[config.mk]
export PLATFORM = sky130hd
export DESIGN_NAME = ttc_top
export DESIGN_NICKNAME = d
export VERILOG_FILES = /design/src/verilog/ttc_top.v
export VERILOG_INCLUDE_DIRS = /design/src /design/src/verilog
export SDC_FILE = /design/constraint.sdc
export NUM_CORES = 1
export LEC_CHECK = 0
export BUFFER_PORTS_ARGS = -buffer_cell sky130_fd_sc_hd__clkbuf_2
export CAP_MARGIN = 20
export CORE_ASPECT_RATIO = 0.8
export CORE_MARGIN = 5
export CORE_UTILIZATION = 25
export CTS_CLUSTER_DIAMETER = 30
export DETAILED_ROUTE_END_ITERATION = 8
export GPL_TIMING_DRIVEN = 0
export PLACE_DENSITY_LB_ADDON = 0.2
export SETUP_SLACK_MARGIN = 0.4
export SLEW_MARGIN = 25
export SYNTH_ARGS = -nofsm -noshare
export SYNTH_HDL_FRONTEND = slang
export SYNTH_SLANG_ARGS = --single-unit
[constraint.sdc]
create_clock -name aclk -period 6.35 [get_ports aclk]
set_clock_uncertainty 0.15 [all_clocks]
set_input_delay 0.3175 -clock aclk [delete_from_list [all_inputs] [get_ports aclk]]
set_output_delay 0.3175 -clock aclk [all_outputs]
set_load 0.02 [all_outputs]
[src/verilog/ttc_defs.vh]
/*
 Constants for the tape transport controller: register map, field
 positions, state codes and timing counts.
 Assumes a 100 MHz clock and an AXI4-Lite register bus.
*/
`ifndef TTC_DEFS_VH
`define TTC_DEFS_VH

// Register byte addresses
`define TTC_ADDR_BUTTONS 8'h00
`define TTC_ADDR_EVENTS 8'h04
`define TTC_ADDR_CONFIG 8'h08
`define TTC_ADDR_STATUS 8'h0c
`define TTC_ADDR_LEDS 8'h10

// Button bits in the buttons register (levels, held)
`define TTC_B_EJECT 0
`define TTC_B_REW 1
`define TTC_B_FFWD 2
`define TTC_B_PLAY 3
`define TTC_B_REC 4
`define TTC_B_STOP 5
`define TTC_B_CLKSEL 6
`define TTC_B_SETLOC 7
`define TTC_B_ARM_LO 8
`define TTC_B_ARM_HI 15
`define TTC_ARM4 11

// Event bits written by the mechanism side
`define TTC_E_AT_START 0
`define TTC_E_AT_END 1
`define TTC_E_LOC_DONE 2
`define TTC_E_LOC_GO 3
`define TTC_E_INSERT 4
`define TTC_E_FMT_OK 5
`define TTC_E_RATE_VALID 6
`define TTC_E_RATE_441 7
`define TTC_E_FORMATTING 8
`define TTC_E_SLAVE 9
`define TTC_E_NO_TAPE 10

// Primary transport states
`define TTC_S_STOP 4'h0
`define TTC_S_PLAY 4'h1
`define TTC_S_REC 4'h2
`define TTC_S_REW 4'h3
`define TTC_S_FFWD 4'h4
`define TTC_S_REVIEW 4'h5
`define TTC_S_CUE 4'h6
`define TTC_S_LOCATE 4'h7
`define TTC_S_EJECT 4'h8

// Clock settings
`define TTC_CLK_INT48 2'h0
`define TTC_CLK_INT441 2'h1
`define TTC_CLK_DIG48 2'h2
`define TTC_CLK_DIG441 2'h3

// Speeds in multiples of play speed
`define TTC_SPEED_PLAY 6'h01
`define TTC_SPEED_SEARCH 6'h03
`define TTC_SPEED_WIND 6'h28
`define TTC_SPEED_WIND_FAST 6'h2c

// Crossfade lengths in ms, at 48k then 44.1k
`define TTC_XF0_48 6'h0b
`define TTC_XF1_48 6'h15
`define TTC_XF2_48 6'h20
`define TTC_XF3_48 6'h2b
`define TTC_XF0_441 6'h0c
`define TTC_XF1_441 6'h17
`define TTC_XF2_441 6'h23
`define TTC_XF3_441 6'h2e

// Timing
`define TTC_CLK_MHZ 100
`define TTC_MS_CYCLES (`TTC_CLK_MHZ * 1000)
`define TTC_BLINK_MS 250
`define TTC_MSG_MS 1500

// AXI responses
`define TTC_RESP_OKAY 2'h0
`define TTC_RESP_SLVERR 2'h2

`endif

[src/verilog/ttc_top.v]
/*
 Tape transport controller: front-panel decode, transport state,
 threading, punch in and out, clock and crossfade selection, display
 mode and indicator drive, with an AXI4-Lite register slave.
 Assumes buttons arrive as held levels written by software, and the
 mechanism reports its events through the events register.
*/
// The AXI4-Lite slave port and the register addresses are this design's own decisions.
`timescale 1ns/100ps
`default_nettype none
`include "ttc_defs.vh"

module ttc_top #(
   parameter BLINK_CYCLES = `TTC_BLINK_MS * `TTC_MS_CYCLES,
   parameter MSG_CYCLES = `TTC_MSG_MS * `TTC_MS_CYCLES,
   parameter MS_CYCLES = `TTC_MS_CYCLES
) (
   input wire aclk,
   input wire aresetn,
   input wire [7:0] s_axi_awaddr,
   input wire s_axi_awvalid,
   output reg s_axi_awready,
   input wire [31:0] s_axi_wdata,
   input wire [3:0] s_axi_wstrb,
   input wire s_axi_wvalid,
   output reg s_axi_wready,
   output reg [1:0] s_axi_bresp,
   output reg s_axi_bvalid,
   input wire s_axi_bready,
   input wire [7:0] s_axi_araddr,
   input wire s_axi_arvalid,
   output reg s_axi_arready,
   output reg [31:0] s_axi_rdata,
   output reg [1:0] s_axi_rresp,
   output reg s_axi_rvalid,
   input wire s_axi_rready,
   output reg slave_eject_reg,
   output reg eject_motor_reg,
   output reg threaded_reg,
   output reg [5:0] speed_reg,
   output reg reverse_reg,
   output reg audio_atten_reg,
   output reg [7:0] track_recording_reg,
   output reg [5:0] crossfade_ms_reg,
   output reg crossfade_start_reg,
   output reg [15:0] led_reg
);

   // -------------------------------------------------------------
   // Storage
   // -------------------------------------------------------------
   reg [15:0] buttons_reg;
   reg [15:0] buttons_prev_reg;
   reg [10:0] events_reg;
   reg [3:0] state_reg;
   reg [3:0] state_next;
   reg rec_mode_reg;
   reg threaded_st_reg;
   reg defer_play_reg;
   reg no_format_reg;
   reg [7:0] armed_reg;
   reg [1:0] clk_sel_reg;
   reg tape_rate_441_reg;
   reg [1:0] xfade_reg;
   reg frames_mode_reg;
   reg [1:0] msg_reg;
   reg [31:0] msg_cnt_reg;
   reg [31:0] blink_cnt_reg;
   reg blink_reg;
   reg [31:0] xf_cnt_reg;
   reg [5:0] xf_left_reg;
   reg [7:0] wr_addr_reg;
   reg [31:0] wr_data_reg;
   reg aw_have_reg;
   reg w_have_reg;
   reg insert_prev_reg;

   wire [15:0] press = buttons_reg & ~buttons_prev_reg;
   wire [7:0] arm_press = press[`TTC_B_ARM_HI:`TTC_B_ARM_LO];
   wire held_play = buttons_reg[`TTC_B_PLAY];
   wire held_rec = buttons_reg[`TTC_B_REC];
   wire held_setloc = buttons_reg[`TTC_B_SETLOC];
   wire recording = (state_reg == `TTC_S_REC);
   wire stopped = (state_reg == `TTC_S_STOP);

   // Crossfade length for a setting at the current sample clock
   function [5:0] xf_len;
      input [1:0] sel;
      input low_rate;
      begin
         case ({low_rate, sel})
            3'h0: xf_len = `TTC_XF0_48;
            3'h1: xf_len = `TTC_XF1_48;
            3'h2: xf_len = `TTC_XF2_48;
            3'h3: xf_len = `TTC_XF3_48;
            3'h4: xf_len = `TTC_XF0_441;
            3'h5: xf_len = `TTC_XF1_441;
            3'h6: xf_len = `TTC_XF2_441;
            default: xf_len = `TTC_XF3_441;
         endcase
      end
   endfunction

   wire low_rate = clk_sel_reg[0];

   // -------------------------------------------------------------
   // AXI4-Lite write channel
   // -------------------------------------------------------------
   // Address and data are latched independently, answer follows both
   wire wr_go = aw_have_reg && w_have_reg && !s_axi_bvalid;
   always @(posedge aclk) begin
      if (!aresetn) begin
         s_axi_awready <= 1'b1;
         s_axi_wready <= 1'b1;
         s_axi_bvalid <= 1'b0;
         s_axi_bresp <= `TTC_RESP_OKAY;
         aw_have_reg <= 1'b0;
         w_have_reg <= 1'b0;
         wr_addr_reg <= 8'h00;
         wr_data_reg <= 32'h0000_0000;
      end else begin
         if (s_axi_awvalid && s_axi_awready) begin
            wr_addr_reg <= s_axi_awaddr;
            aw_have_reg <= 1'b1;
            s_axi_awready <= 1'b0;
         end
         if (s_axi_wvalid && s_axi_wready) begin
            wr_data_reg <= s_axi_wdata;
            w_have_reg <= 1'b1;
            s_axi_wready <= 1'b0;
         end
         if (wr_go) begin
            s_axi_bvalid <= 1'b1;
            aw_have_reg <= 1'b0;
            w_have_reg <= 1'b0;
            if (wr_addr_reg == `TTC_ADDR_BUTTONS ||
                wr_addr_reg == `TTC_ADDR_EVENTS)
               s_axi_bresp <= `TTC_RESP_OKAY;
            else
               s_axi_bresp <= `TTC_RESP_SLVERR;
         end
         if (s_axi_bvalid && s_axi_bready) begin
            s_axi_bvalid <= 1'b0;
            s_axi_awready <= 1'b1;
            s_axi_wready <= 1'b1;
         end
      end
   end

   // Write strobes are ignored on purpose: both registers are 16 bits
   // or less and software always writes them whole.
   always @(posedge aclk) begin
      if (!aresetn) begin
         buttons_reg <= 16'h0000;
         events_reg <= 11'h000;
      end else if (wr_go && wr_addr_reg == `TTC_ADDR_BUTTONS) begin
         buttons_reg <= wr_data_reg[15:0];
      end else if (wr_go && wr_addr_reg == `TTC_ADDR_EVENTS) begin
         events_reg <= wr_data_reg[10:0];
      end
   end

   // -------------------------------------------------------------
   // AXI4-Lite read channel
   // -------------------------------------------------------------
   always @(posedge aclk) begin
      if (!aresetn) begin
         s_axi_arready <= 1'b1;
         s_axi_rvalid <= 1'b0;
         s_axi_rdata <= 32'h0000_0000;
         s_axi_rresp <= `TTC_RESP_OKAY;
      end else if (s_axi_arvalid && s_axi_arready) begin
         s_axi_arready <= 1'b0;
         s_axi_rvalid <= 1'b1;
         s_axi_rresp <= `TTC_RESP_OKAY;
         case (s_axi_araddr)
            `TTC_ADDR_BUTTONS: s_axi_rdata <= {16'h0000, buttons_reg};
            `TTC_ADDR_EVENTS: s_axi_rdata <= {21'h000000, events_reg};
            `TTC_ADDR_CONFIG: s_axi_rdata <= {24'h000000, msg_reg,
               frames_mode_reg, tape_rate_441_reg, xfade_reg, clk_sel_reg};
            `TTC_ADDR_STATUS: s_axi_rdata <= {12'h000, armed_reg,
               4'h0, no_format_reg, defer_play_reg, threaded_st_reg,
               rec_mode_reg, state_reg};
            `TTC_ADDR_LEDS: s_axi_rdata <= {16'h0000, led_reg};
            default: begin
               s_axi_rdata <= 32'h0000_0000;
               s_axi_rresp <= `TTC_RESP_SLVERR;
            end
         endcase
      end else if (s_axi_rvalid && s_axi_rready) begin
         s_axi_rvalid <= 1'b0;
         s_axi_arready <= 1'b1;
      end
   end

   // -------------------------------------------------------------
   // Transport state decision
   // -------------------------------------------------------------
   // Priority: eject, stop, wind keys, record combos, play.
   always @* begin
      state_next = state_reg;
      case (state_reg)
         `TTC_S_STOP, `TTC_S_PLAY, `TTC_S_REC, `TTC_S_REW, `TTC_S_FFWD,
         `TTC_S_REVIEW, `TTC_S_CUE, `TTC_S_LOCATE: begin
            if (press[`TTC_B_EJECT] && !recording &&
                !events_reg[`TTC_E_FORMATTING])
               state_next = `TTC_S_EJECT;
            else if (press[`TTC_B_STOP])
               state_next = `TTC_S_STOP;
            else if (recording && !events_reg[`TTC_E_FMT_OK])
               state_next = `TTC_S_STOP;
            else if (press[`TTC_B_REW])
               state_next = held_play ? `TTC_S_REVIEW : `TTC_S_REW;
            else if (press[`TTC_B_FFWD])
               state_next = held_play ? `TTC_S_CUE : `TTC_S_FFWD;
            else if ((press[`TTC_B_REC] && held_play) ||
                     (press[`TTC_B_PLAY] && held_rec))
               state_next = recording ? `TTC_S_PLAY : `TTC_S_REC;
            else if (press[`TTC_B_PLAY] && state_reg != `TTC_S_LOCATE)
               state_next = `TTC_S_PLAY;
            else if (state_reg == `TTC_S_REC && rec_mode_reg &&
                     armed_reg == 8'h00 && |track_recording_reg)
               state_next = `TTC_S_PLAY;
            else if (events_reg[`TTC_E_LOC_GO] && !recording)
               state_next = `TTC_S_LOCATE;
            else if (state_reg == `TTC_S_LOCATE &&
                     events_reg[`TTC_E_LOC_DONE])
               state_next = (defer_play_reg || press[`TTC_B_PLAY]) ?
                            `TTC_S_PLAY : `TTC_S_STOP;
            else if ((state_reg == `TTC_S_REW ||
                      state_reg == `TTC_S_REVIEW) &&
                     events_reg[`TTC_E_AT_START])
               state_next = `TTC_S_STOP;
            else if ((state_reg == `TTC_S_FFWD ||
                      state_reg == `TTC_S_CUE) &&
                     events_reg[`TTC_E_AT_END])
               state_next = `TTC_S_STOP;
         end
         `TTC_S_EJECT: begin
            if (events_reg[`TTC_E_NO_TAPE])
               state_next = `TTC_S_STOP;
         end
         default: state_next = `TTC_S_STOP;
      endcase
   end

   // -------------------------------------------------------------
   // Transport state, threading, arming and modes
   // -------------------------------------------------------------
   always @(posedge aclk) begin
      if (!aresetn) begin
         state_reg <= `TTC_S_STOP;
         buttons_prev_reg <= 16'h0000;
         rec_mode_reg <= 1'b0;
         threaded_st_reg <= 1'b1;
         defer_play_reg <= 1'b0;
         no_format_reg <= 1'b0;
         armed_reg <= 8'h00;
         clk_sel_reg <= `TTC_CLK_INT48;
         tape_rate_441_reg <= 1'b0;
         xfade_reg <= 2'h0;
         frames_mode_reg <= 1'b0;
         msg_reg <= 2'h0;
         msg_cnt_reg <= 32'h0000_0000;
         insert_prev_reg <= 1'b0;
      end else begin
         buttons_prev_reg <= buttons_reg;
         insert_prev_reg <= events_reg[`TTC_E_INSERT];
         state_reg <= state_next;
         rec_mode_reg <= (state_next == `TTC_S_REC);
         // Stop press while already stopped toggles threading
         if (stopped && state_next == `TTC_S_STOP && press[`TTC_B_STOP])
            threaded_st_reg <= ~threaded_st_reg;
         else if (state_next == `TTC_S_PLAY || state_next == `TTC_S_REC ||
                  state_next == `TTC_S_REVIEW || state_next == `TTC_S_CUE)
            threaded_st_reg <= 1'b1;
         // Deferred play only while locating
         if (state_reg == `TTC_S_LOCATE && press[`TTC_B_PLAY])
            defer_play_reg <= 1'b1;
         else if (state_next != `TTC_S_LOCATE)
            defer_play_reg <= 1'b0;
         if (state_next == `TTC_S_PLAY && !events_reg[`TTC_E_FMT_OK])
            no_format_reg <= 1'b1;
         else if (state_next != `TTC_S_PLAY || events_reg[`TTC_E_FMT_OK])
            no_format_reg <= 1'b0;
         // Arm toggles, except arm four under set-locate
         if (held_setloc)
            armed_reg <= armed_reg ^ (arm_press & 8'hf7);
         else
            armed_reg <= armed_reg ^ arm_press;
         // Act once per insertion, so clock select works with a tape in
         if (events_reg[`TTC_E_INSERT] && !insert_prev_reg) begin
            tape_rate_441_reg <= events_reg[`TTC_E_RATE_VALID] &
                                 events_reg[`TTC_E_RATE_441];
            clk_sel_reg <= (events_reg[`TTC_E_RATE_VALID] &&
                            events_reg[`TTC_E_RATE_441]) ?
                           `TTC_CLK_INT441 : `TTC_CLK_INT48;
         end else if (press[`TTC_B_CLKSEL]) begin
            clk_sel_reg <= clk_sel_reg + 2'h1;
         end
         if (held_setloc && press[`TTC_B_REC])
            xfade_reg <= xfade_reg + 2'h1;
         // Display mode message held for a short while
         if (held_setloc && press[`TTC_ARM4]) begin
            frames_mode_reg <= ~frames_mode_reg;
            msg_reg <= frames_mode_reg ? 2'h2 : 2'h1;
            msg_cnt_reg <= MSG_CYCLES - 1;
         end else if (msg_cnt_reg != 32'h0000_0000) begin
            msg_cnt_reg <= msg_cnt_reg - 32'h0000_0001;
         end else begin
            msg_reg <= 2'h0;
         end
      end
   end

   // -------------------------------------------------------------
   // Common blink timebase
   // -------------------------------------------------------------
   // One counter for every flashing indicator keeps them in phase
   always @(posedge aclk) begin
      if (!aresetn) begin
         blink_cnt_reg <= 32'h0000_0000;
         blink_reg <= 1'b0;
      end else if (blink_cnt_reg == BLINK_CYCLES - 1) begin
         blink_cnt_reg <= 32'h0000_0000;
         blink_reg <= ~blink_reg;
      end else begin
         blink_cnt_reg <= blink_cnt_reg + 32'h0000_0001;
      end
   end

   // -------------------------------------------------------------
   // Mechanism commands and crossfade timer
   // -------------------------------------------------------------
   wire winding = (state_reg == `TTC_S_REW || state_reg == `TTC_S_FFWD);
   wire searching = (state_reg == `TTC_S_REVIEW ||
                     state_reg == `TTC_S_CUE);
   wire [7:0] rec_next = rec_mode_reg ? armed_reg : 8'h00;
   always @(posedge aclk) begin
      if (!aresetn) begin
         slave_eject_reg <= 1'b0;
         eject_motor_reg <= 1'b0;
         threaded_reg <= 1'b1;
         speed_reg <= 6'h00;
         reverse_reg <= 1'b0;
         audio_atten_reg <= 1'b0;
         track_recording_reg <= 8'h00;
         crossfade_ms_reg <= `TTC_XF0_48;
         crossfade_start_reg <= 1'b0;
         xf_cnt_reg <= 32'h0000_0000;
         xf_left_reg <= 6'h00;
      end else begin
         // Eject only once motion has been commanded to zero
         eject_motor_reg <= (state_reg == `TTC_S_EJECT) &&
                            (speed_reg == 6'h00);
         slave_eject_reg <= (state_reg == `TTC_S_EJECT) &&
                            !events_reg[`TTC_E_SLAVE];
         threaded_reg <= threaded_st_reg;
         reverse_reg <= (state_reg == `TTC_S_REW ||
                         state_reg == `TTC_S_REVIEW);
         audio_atten_reg <= searching;
         if (winding)
            speed_reg <= threaded_st_reg ? `TTC_SPEED_WIND
                                         : `TTC_SPEED_WIND_FAST;
         else if (searching)
            speed_reg <= `TTC_SPEED_SEARCH;
         else if (state_reg == `TTC_S_PLAY || recording ||
                  state_reg == `TTC_S_LOCATE)
            speed_reg <= `TTC_SPEED_PLAY;
         else
            speed_reg <= 6'h00;
         // Arming while in record mode starts that track at once
         track_recording_reg <= rec_next;
         crossfade_ms_reg <= xf_len(xfade_reg, low_rate);
         crossfade_start_reg <= 1'b0;
         if (rec_next != track_recording_reg) begin
            crossfade_start_reg <= 1'b1;
            xf_left_reg <= xf_len(xfade_reg, low_rate);
            xf_cnt_reg <= 32'h0000_0000;
         end else if (xf_left_reg != 6'h00) begin
            if (xf_cnt_reg == MS_CYCLES - 1) begin
               xf_cnt_reg <= 32'h0000_0000;
               xf_left_reg <= xf_left_reg - 6'h01;
            end else begin
               xf_cnt_reg <= xf_cnt_reg + 32'h0000_0001;
            end
         end
      end
   end

   // -------------------------------------------------------------
   // Indicator decode
   // -------------------------------------------------------------
   // led bits: 0 stop 1 play 2 rec 3 rew 4 ffwd 5 eject 6 format
   // 7 rate mismatch 8..15 track record indicators
   wire rate_mismatch = (clk_sel_reg[0] != tape_rate_441_reg);
   always @(posedge aclk) begin
      if (!aresetn) begin
         led_reg <= 16'h0001;
      end else begin
         led_reg[0] <= stopped && (threaded_st_reg || blink_reg);
         led_reg[1] <= (state_reg == `TTC_S_PLAY) || recording || searching ||
                       (defer_play_reg && blink_reg);
         led_reg[2] <= recording && ((armed_reg != 8'h00) || blink_reg);
         led_reg[3] <= (state_reg == `TTC_S_REW) ||
                       (state_reg == `TTC_S_REVIEW && blink_reg);
         led_reg[4] <= (state_reg == `TTC_S_FFWD) ||
                       (state_reg == `TTC_S_CUE && blink_reg);
         led_reg[5] <= (state_reg == `TTC_S_EJECT);
         led_reg[6] <= no_format_reg && blink_reg;
         led_reg[7] <= rate_mismatch && blink_reg;
         led_reg[15:8] <= armed_reg & ((rec_mode_reg) ? 8'hff :
                          {8{blink_reg}});
      end
   end

endmodule // ttc_top
`default_nettype wire

Word level (Yosys, flattened, before mapping)
Cells that the tools add are included.
{ "classes": {"n_addsub": 4, "n_mul": 0, "div_mod_pow": 0, "magnitude_cmp": 0, "eq_ne": 30, "shifts": 0, "mux": 48, "n_bitwise": 11, "reduce_logical": 87} }
{ "op_table": {"columns": ["cell", "n"], "rows": [
  ["$pmux W20 S5", 1],
  ["$mux W28", 2],
  ["$mux W4", 13],
  ["$pmux W6 S7", 1],
  ["$logic_and A1 B1 Y1", 39],
  ["$add A32 B1 Y32 const B", 1],
  ["$eq A32 B25 Y1 const B", 1],
  ["$reduce_bool A32 Y1", 1],
  ["$sub A32 B1 Y32 const B", 1],
  ["$eq A4 B3 Y1 const B", 6],
  ["$logic_not A8 Y1", 3],
  ["$mux W8", 3],
  ["$mux W2", 10],
  ["$logic_or A1 B1 Y1", 19],
  ["$and A16 B16 Y16", 1],
  ["$eq A8 B3 Y1 const B", 2],
  ["$eq A8 B4 Y1 const B", 2],
  ["$not A16 Y16", 1],
  ["$reduce_or A8 Y1", 2],
  ["$xor A8 B8 Y8", 2],
  ["$mux W1", 14],
  ["$eq A4 B2 Y1 const B", 3],
  ["$reduce_bool A2 Y1", 6],
  ["$eq A3 B3 Y1 const B", 3],
  ["other kinds (25)", 43]
]} }
{ "word_totals": {"regBits": 242, "latchBits": 0, "mem_bits_rw": 0, "rom_bits": 0, "inputBits": 59, "output_inout_bits": 83, "wordCells": 221, "n_memories": 0} }

Longest topological paths before layout
{ "depth": {"ltp_word": 22, "ltp_mapped": 8, "depth_no_buf": 7} }

Worst setup path before layout
No wires, ideal clock.
{ "synth_path": {"path_type": "register to register", "startpoint": "register msg_cnt_reg[8]", "endpoint": "register msg_cnt_reg[24]", "setup_ps": 128, "arrival_ps": 2094, "required_ps": 6072, "path_slack_ps": 3978, "stages_incl_launch_ff": 7, "path_buffers": 0, "period_less_slack_ps": 2372, "path_cell_list": "dfxtp_1 > or4_4 > or4_4 > a2111oi_4 > nand3_1 > xor2_1 > nor2_1"} }
{ "synth_via": {"elab_chain_len": 1, "elab_cells_between_ends": 2, "classes_between": "add/sub (1); reduce/logical (1)"} }
{ "synth_rtl": {"columns": ["item", "line_no", "rtl"], "rows": [
  ["start: declaration", "ttc_top.v:67", "reg [31:0] msg_cnt_reg;"],
  ["start signal: assignment", "ttc_top.v:307", "msg_cnt_reg <= MSG_CYCLES - 1;"],
  ["start signal: assignment", "ttc_top.v:309", "msg_cnt_reg <= msg_cnt_reg - 32'h0000_0001;"],
  ["$sub A32 B1 Y32 / $reduce_bool A32 Y1 (equally long branches)", "ttc_top.v:309, ttc_top.v:308", null]
]} }
Parallel ways exist; a longest one is shown, timed or not.
A chain may end at the register's enable or synchronous reset.

Worst setup path in the final report
{ "layout_path": {"startpoint": "register state_reg[1]", "endpoint": "register rec_mode_reg"} }
{ "layout_via": {"elab_chain_len": 17, "elab_cells_between_ends": 41, "classes_between": "eq/ne (10); mux (15); reduce/logical (16)"} }
{ "layout_rtl": {"columns": ["item", "line_no", "rtl"], "rows": [
  ["start: declaration", "ttc_top.v:55", "reg [3:0] state_reg;"],
  ["start signal: assignment", "ttc_top.v:252", "state_reg <= `TTC_S_STOP;"],
  ["start signal: assignment", "ttc_top.v:269", "state_reg <= state_next;"],
  ["$eq A4 B3 Y1", "ttc_top.v:202", "case (state_reg)"],
  ["$logic_or A1 B1 Y1 (no line)", null, null],
  ["$logic_and A1 B1 Y1", "ttc_top.v:234", "else if ((state_reg == `TTC_S_FFWD ||"],
  ["$mux W4", "ttc_top.v:234", null],
  ["$mux W4", "ttc_top.v:230", "else if ((state_reg == `TTC_S_REW ||"],
  ["$mux W4", "ttc_top.v:226", "else if (state_reg == `TTC_S_LOCATE &&"],
  ["$mux W4", "ttc_top.v:224", "else if (events_reg[`TTC_E_LOC_GO] && !recording)"],
  ["$mux W4", "ttc_top.v:221", "else if (state_reg == `TTC_S_REC && rec_mode_reg &&"],
  ["$mux W4", "ttc_top.v:219", "else if (press[`TTC_B_PLAY] && state_reg != `TTC_S_LOCATE)"],
  ["$mux W4", "ttc_top.v:216", "else if ((press[`TTC_B_REC] && held_play) ||"],
  ["$mux W4", "ttc_top.v:214", "else if (press[`TTC_B_FFWD])"],
  ["$mux W4", "ttc_top.v:212", "else if (press[`TTC_B_REW])"],
  ["$mux W4", "ttc_top.v:210", "else if (recording && !events_reg[`TTC_E_FMT_OK])"],
  ["$mux W4", "ttc_top.v:208", "else if (press[`TTC_B_STOP])"],
  ["$mux W4", "ttc_top.v:205", "if (press[`TTC_B_EJECT] && !recording &&"],
  ["$pmux W4 S2 (*)", "ttc_top.v:202", null],
  ["$eq A4 B2 Y1 (no line) (*)", null, null],
  ["end signal: assignment", "ttc_top.v:270", "rec_mode_reg <= (state_next == `TTC_S_REC);"],
  ["end: declaration", "ttc_top.v:57", "reg rec_mode_reg;"]
]} }
Every way passes the cells marked *; elsewhere a longest branch is shown, timed or not.

==> flow_summary.ini <==
[status]
outcome = complete, no violations

[yosys]
netlist_top_cells_area = dfxtp_1 (47%), nand2_1 (5.6%), nor2_1 (5.1%)
synth_largest_area_cell = dfxtp_1
synth_top_area_share = 0.474
ys_seq_elements = 225
synth_warnings = 0
netlist_instances = 1099
synthFlopType = dfxtp_1
synth-seq-area-share = 0.474
synthArstFlopShare = 0
synthDistinctLibCells = 70
syn-cell-area_sq_um = 9510
syn_avg_cell_area_sq_um = 8.65
synth-edff-count = 0

[pwr]
internal_power_uw = 3730
p_leak_uw = 0.00496
pwr-share-seq = 0.306
swShare = 0.293
p_per_area_nw_per_um2 = 411
comb_power_share = 0.181
clock_power_share = 0.513
switchingPower_uw = 1540
peakVddDrop_mv = 0.153

[final_layout]
final_util = 0.344
regArea_sq_um = 4500
layout-drive-gt1-share = 0.176
area_delta_synth_final_pct = 34.8
multiInputGateArea_sq_um = 4650
num_antenna_cells = 0
layout.cells.non_filler = 1829
filler_cell_count = 3825
final_nets = 1367

[flow_run]
maxCapViolations = 0

[critical_path]
cp_top_family = compound AO/OA/AOI/OAI gates
crit_top_cell = buf_2
worstRegToRegCells = 7
r2r_start = state_reg[1]$_SDFF_PN0_
max_stage_delay_ps = 540
worstSetupPathType = reg -> reg
crit_chain = buf_2 -> or4b_1 -> buf_2 -> a2111oi_2 -> nand2_1 -> a31oi_1 -> and3b_1
reg2reg_to = rec_mode_reg$_SDFF_PN0_
crit_path_end_kind = flop
startpoint = state_reg[1]$_SDFF_PN0_
startpoint_type = flop
cp.required_ps = 6680
arrival_ps = 3060
ff2ff_setup_slack_ps = 3630
worstPathMaxFanout = 8
slowest_stage = a31oi_1
crit_buf_inv = 2

[place]
port_buffers = 105
routabilityCongestion = 0.873
place_hpwl_mm = 21.0
place_inst = 1705
place_worst_setup_slack_ps = 3650

[timing]
relSlewSlack = 0.352
worst_slack_ps = 3630
holdWs_ps = 44.0
drv_slew = 0
period_needed_ps = 2720
finalHoldViolCount = 0
finalSetupTns_ps = 0
rsz0062_at_grt = false
fmax_mhz = 367
fin_crit_sh = 0.429
setup-violations-final = 0
tightest_slew_ps = 963

[die]
num_io_pins = 142
start_util = 0.255
die-width_um = 228
dieArea_sq_um = 42000
die_h_um = 184
rows = 63
coreArea_sq_um = 37300

[cts]
clock-root-buffer = clkbuf_16
clkLatencyLatePin_ps = 550
clockBufferDepth = 3
tritoncts = done
path_clk_slew_ps = 50
numCtsBuffers = 53
clock_sinks = 225
post_cts_resized = 0
ctsHtreeMaxLevel = 2

[route]
drc = 0
drt-total-wl_mm = 29.1
firstDrtPassIters = 5
via_count = 8399
wire_per_inst_um = 15.9
ant_nets = 0
vias_per_cell = 4.59
drtIter0Drc = 531

[hold_path]
hold_depth = 3
min_from = s_axi_awvalid
holdPathEnd = wr_addr_reg[6]$_SDFFE_PN0P_
hold_path_class = in -> reg

[global_routing]
grt_pass1_wl_mm = 46.4
grt_start_max_net_pins = 15
grtUsageTotal = 0.136
antenna_found_initial = 0
grt-ovfl-total = 0
grt_pass1_vias = 8061
## cell type report
| type | count | share of cell area |
|---|---|---|
| Clock buffer | 63 | 0.111 |
| Clock inverter | 32 | 0.0302 |
| Multi-Input combinational cell | 792 | 0.363 |
| Sequential cell | 225 | 0.351 |
| Tap cell | 487 | 0.0475 |
| Inverter | 19 | 0.00556 |
| Buffer | 77 | 0.0275 |
| Timing Repair Buffer | 134 | 0.0636 |
## logic make-up (layout without fill, tap and decap cells)
family                     count (synthesis)  count (layout)  share of synthesized area
DFF                                      225             225                      0.474
buffers and inverters                     96             325                     0.0446
other                                      1              15                   0.000395
xor gates and xnor gates                  72              72                     0.0663
adders and majority gates                  6               6                    0.00790
and+or+nand+nor                          499             499                      0.259
AOI/OAI and AO/OA                        189             189                      0.126
muxes                                     11              11                     0.0221
## worst min-delay path, cell delays in order
cell,delay (ps)
clkbuf_1,190
nand3_1,130
a21oi_1,50
## how the worst max path moves through the flow
| stage | endpoint | cells past startpoint |
|---|---|---|
| 6_report | rec_mode_reg$_SDFF_PN0_ | 7 |
| 2_1_floorplan | msg_cnt_reg[24]$_SDFFE_PP0P_ | 6 |
| 3_5_place_dp | s_axi_rdata[7]$_SDFFE_PN0P_ | 8 |
| 4_1_cts | msg_cnt_reg[24]$_SDFFE_PP0P_ | 6 |
| 5_1_grt | no_format_reg$_SDFF_PN0_ | 7 |
| 3_3_place_gp | s_axi_rdata[8]$_SDFFE_PN0P_ | 8 |
## per-stage QoR
step	power (uW)	cell area [sq um]
2_1_floorplan	2350	9560
3_3_place_gp	2570	10700
3_5_place_dp	2570	10700
4_1_cts	5340	12800
5_1_grt	5560	12800
6_report	5270	12800
## cell usage after synthesis, types with 4 or more instances
cell type / count
dfxtp_1: 225
nand2_1: 143
nor2_1: 130
a21oi_1: 94
clkbuf_1: 50
nand3_1: 40
xnor2_1: 38
xor2_1: 34
and2_1: 30
o21ai_0: 27
nor2b_1: 21
nor4_1: 21
nor3_1: 20
and3_1: 19
inv_1: 17
buf_4: 16
a22oi_1: 14
nand4_1: 13
nand3b_1: 12
nand2b_1: 11
buf_1: 8
mux4_2: 8
a222oi_1: 7
a2bb2oi_1: 7
ha_1: 6
or3_1: 6
or4_1: 6
nor3b_1: 5
o211ai_1: 5
a211oi_1: 4
and3b_1: 4
and4_1: 4
nand4b_1: 4
## layout by cell type (no fill, tap or decap), drive strengths merged, types with 5 or more instances in the layout
cell type      n
nor2         131
a2bb2oi        7
o211ai         5
nand3         40
clkbuf       218
a22oi         14
and2          30
dlygate4sd3   29
clkinv        15
inv           22
nand4         13
nor4          22
clkinvlp       8
nand3b        12
nor3b          5
nand2b        11
ha             6
or4            8
o21ai         29
xnor2         38
a222oi         7
nor3          20
mux4           8
dfxtp        225
or3            6
nand2        143
nor2b         21
bufinv         6
and3          19
a21oi         94
conb          15
buf           27
xor2          34
## per-layer routing
metal / vias to the layer above / track usage / wire (um)
met5: - / 0 / 0
met3: 48 / 0.0367 / 1820
met1: 3929 / 0.187 / 13800
met2: 219 / 0.210 / 12900
met4: 0 / 0.0457 / 648
li1: 4203 / - / -
## repair_timing
item                      in CTS  in global routing
hold buffers                  29                  0
hold endpoints to repair      29                  0
setup buffers                  0                  0
## power groups by stage
stage / clock (uW) / sequential (uW) / combinational (uW)
after global routing: 2850 / 1630 / 1080
after global placement: 0 / 1640 / 931
final: 2700 / 1610 / 955
after detailed placement: 0 / 1640 / 938
after floorplan: 0 / 1620 / 735
after CTS: 2760 / 1610 / 963
Power figures use the tool's default switching activity.
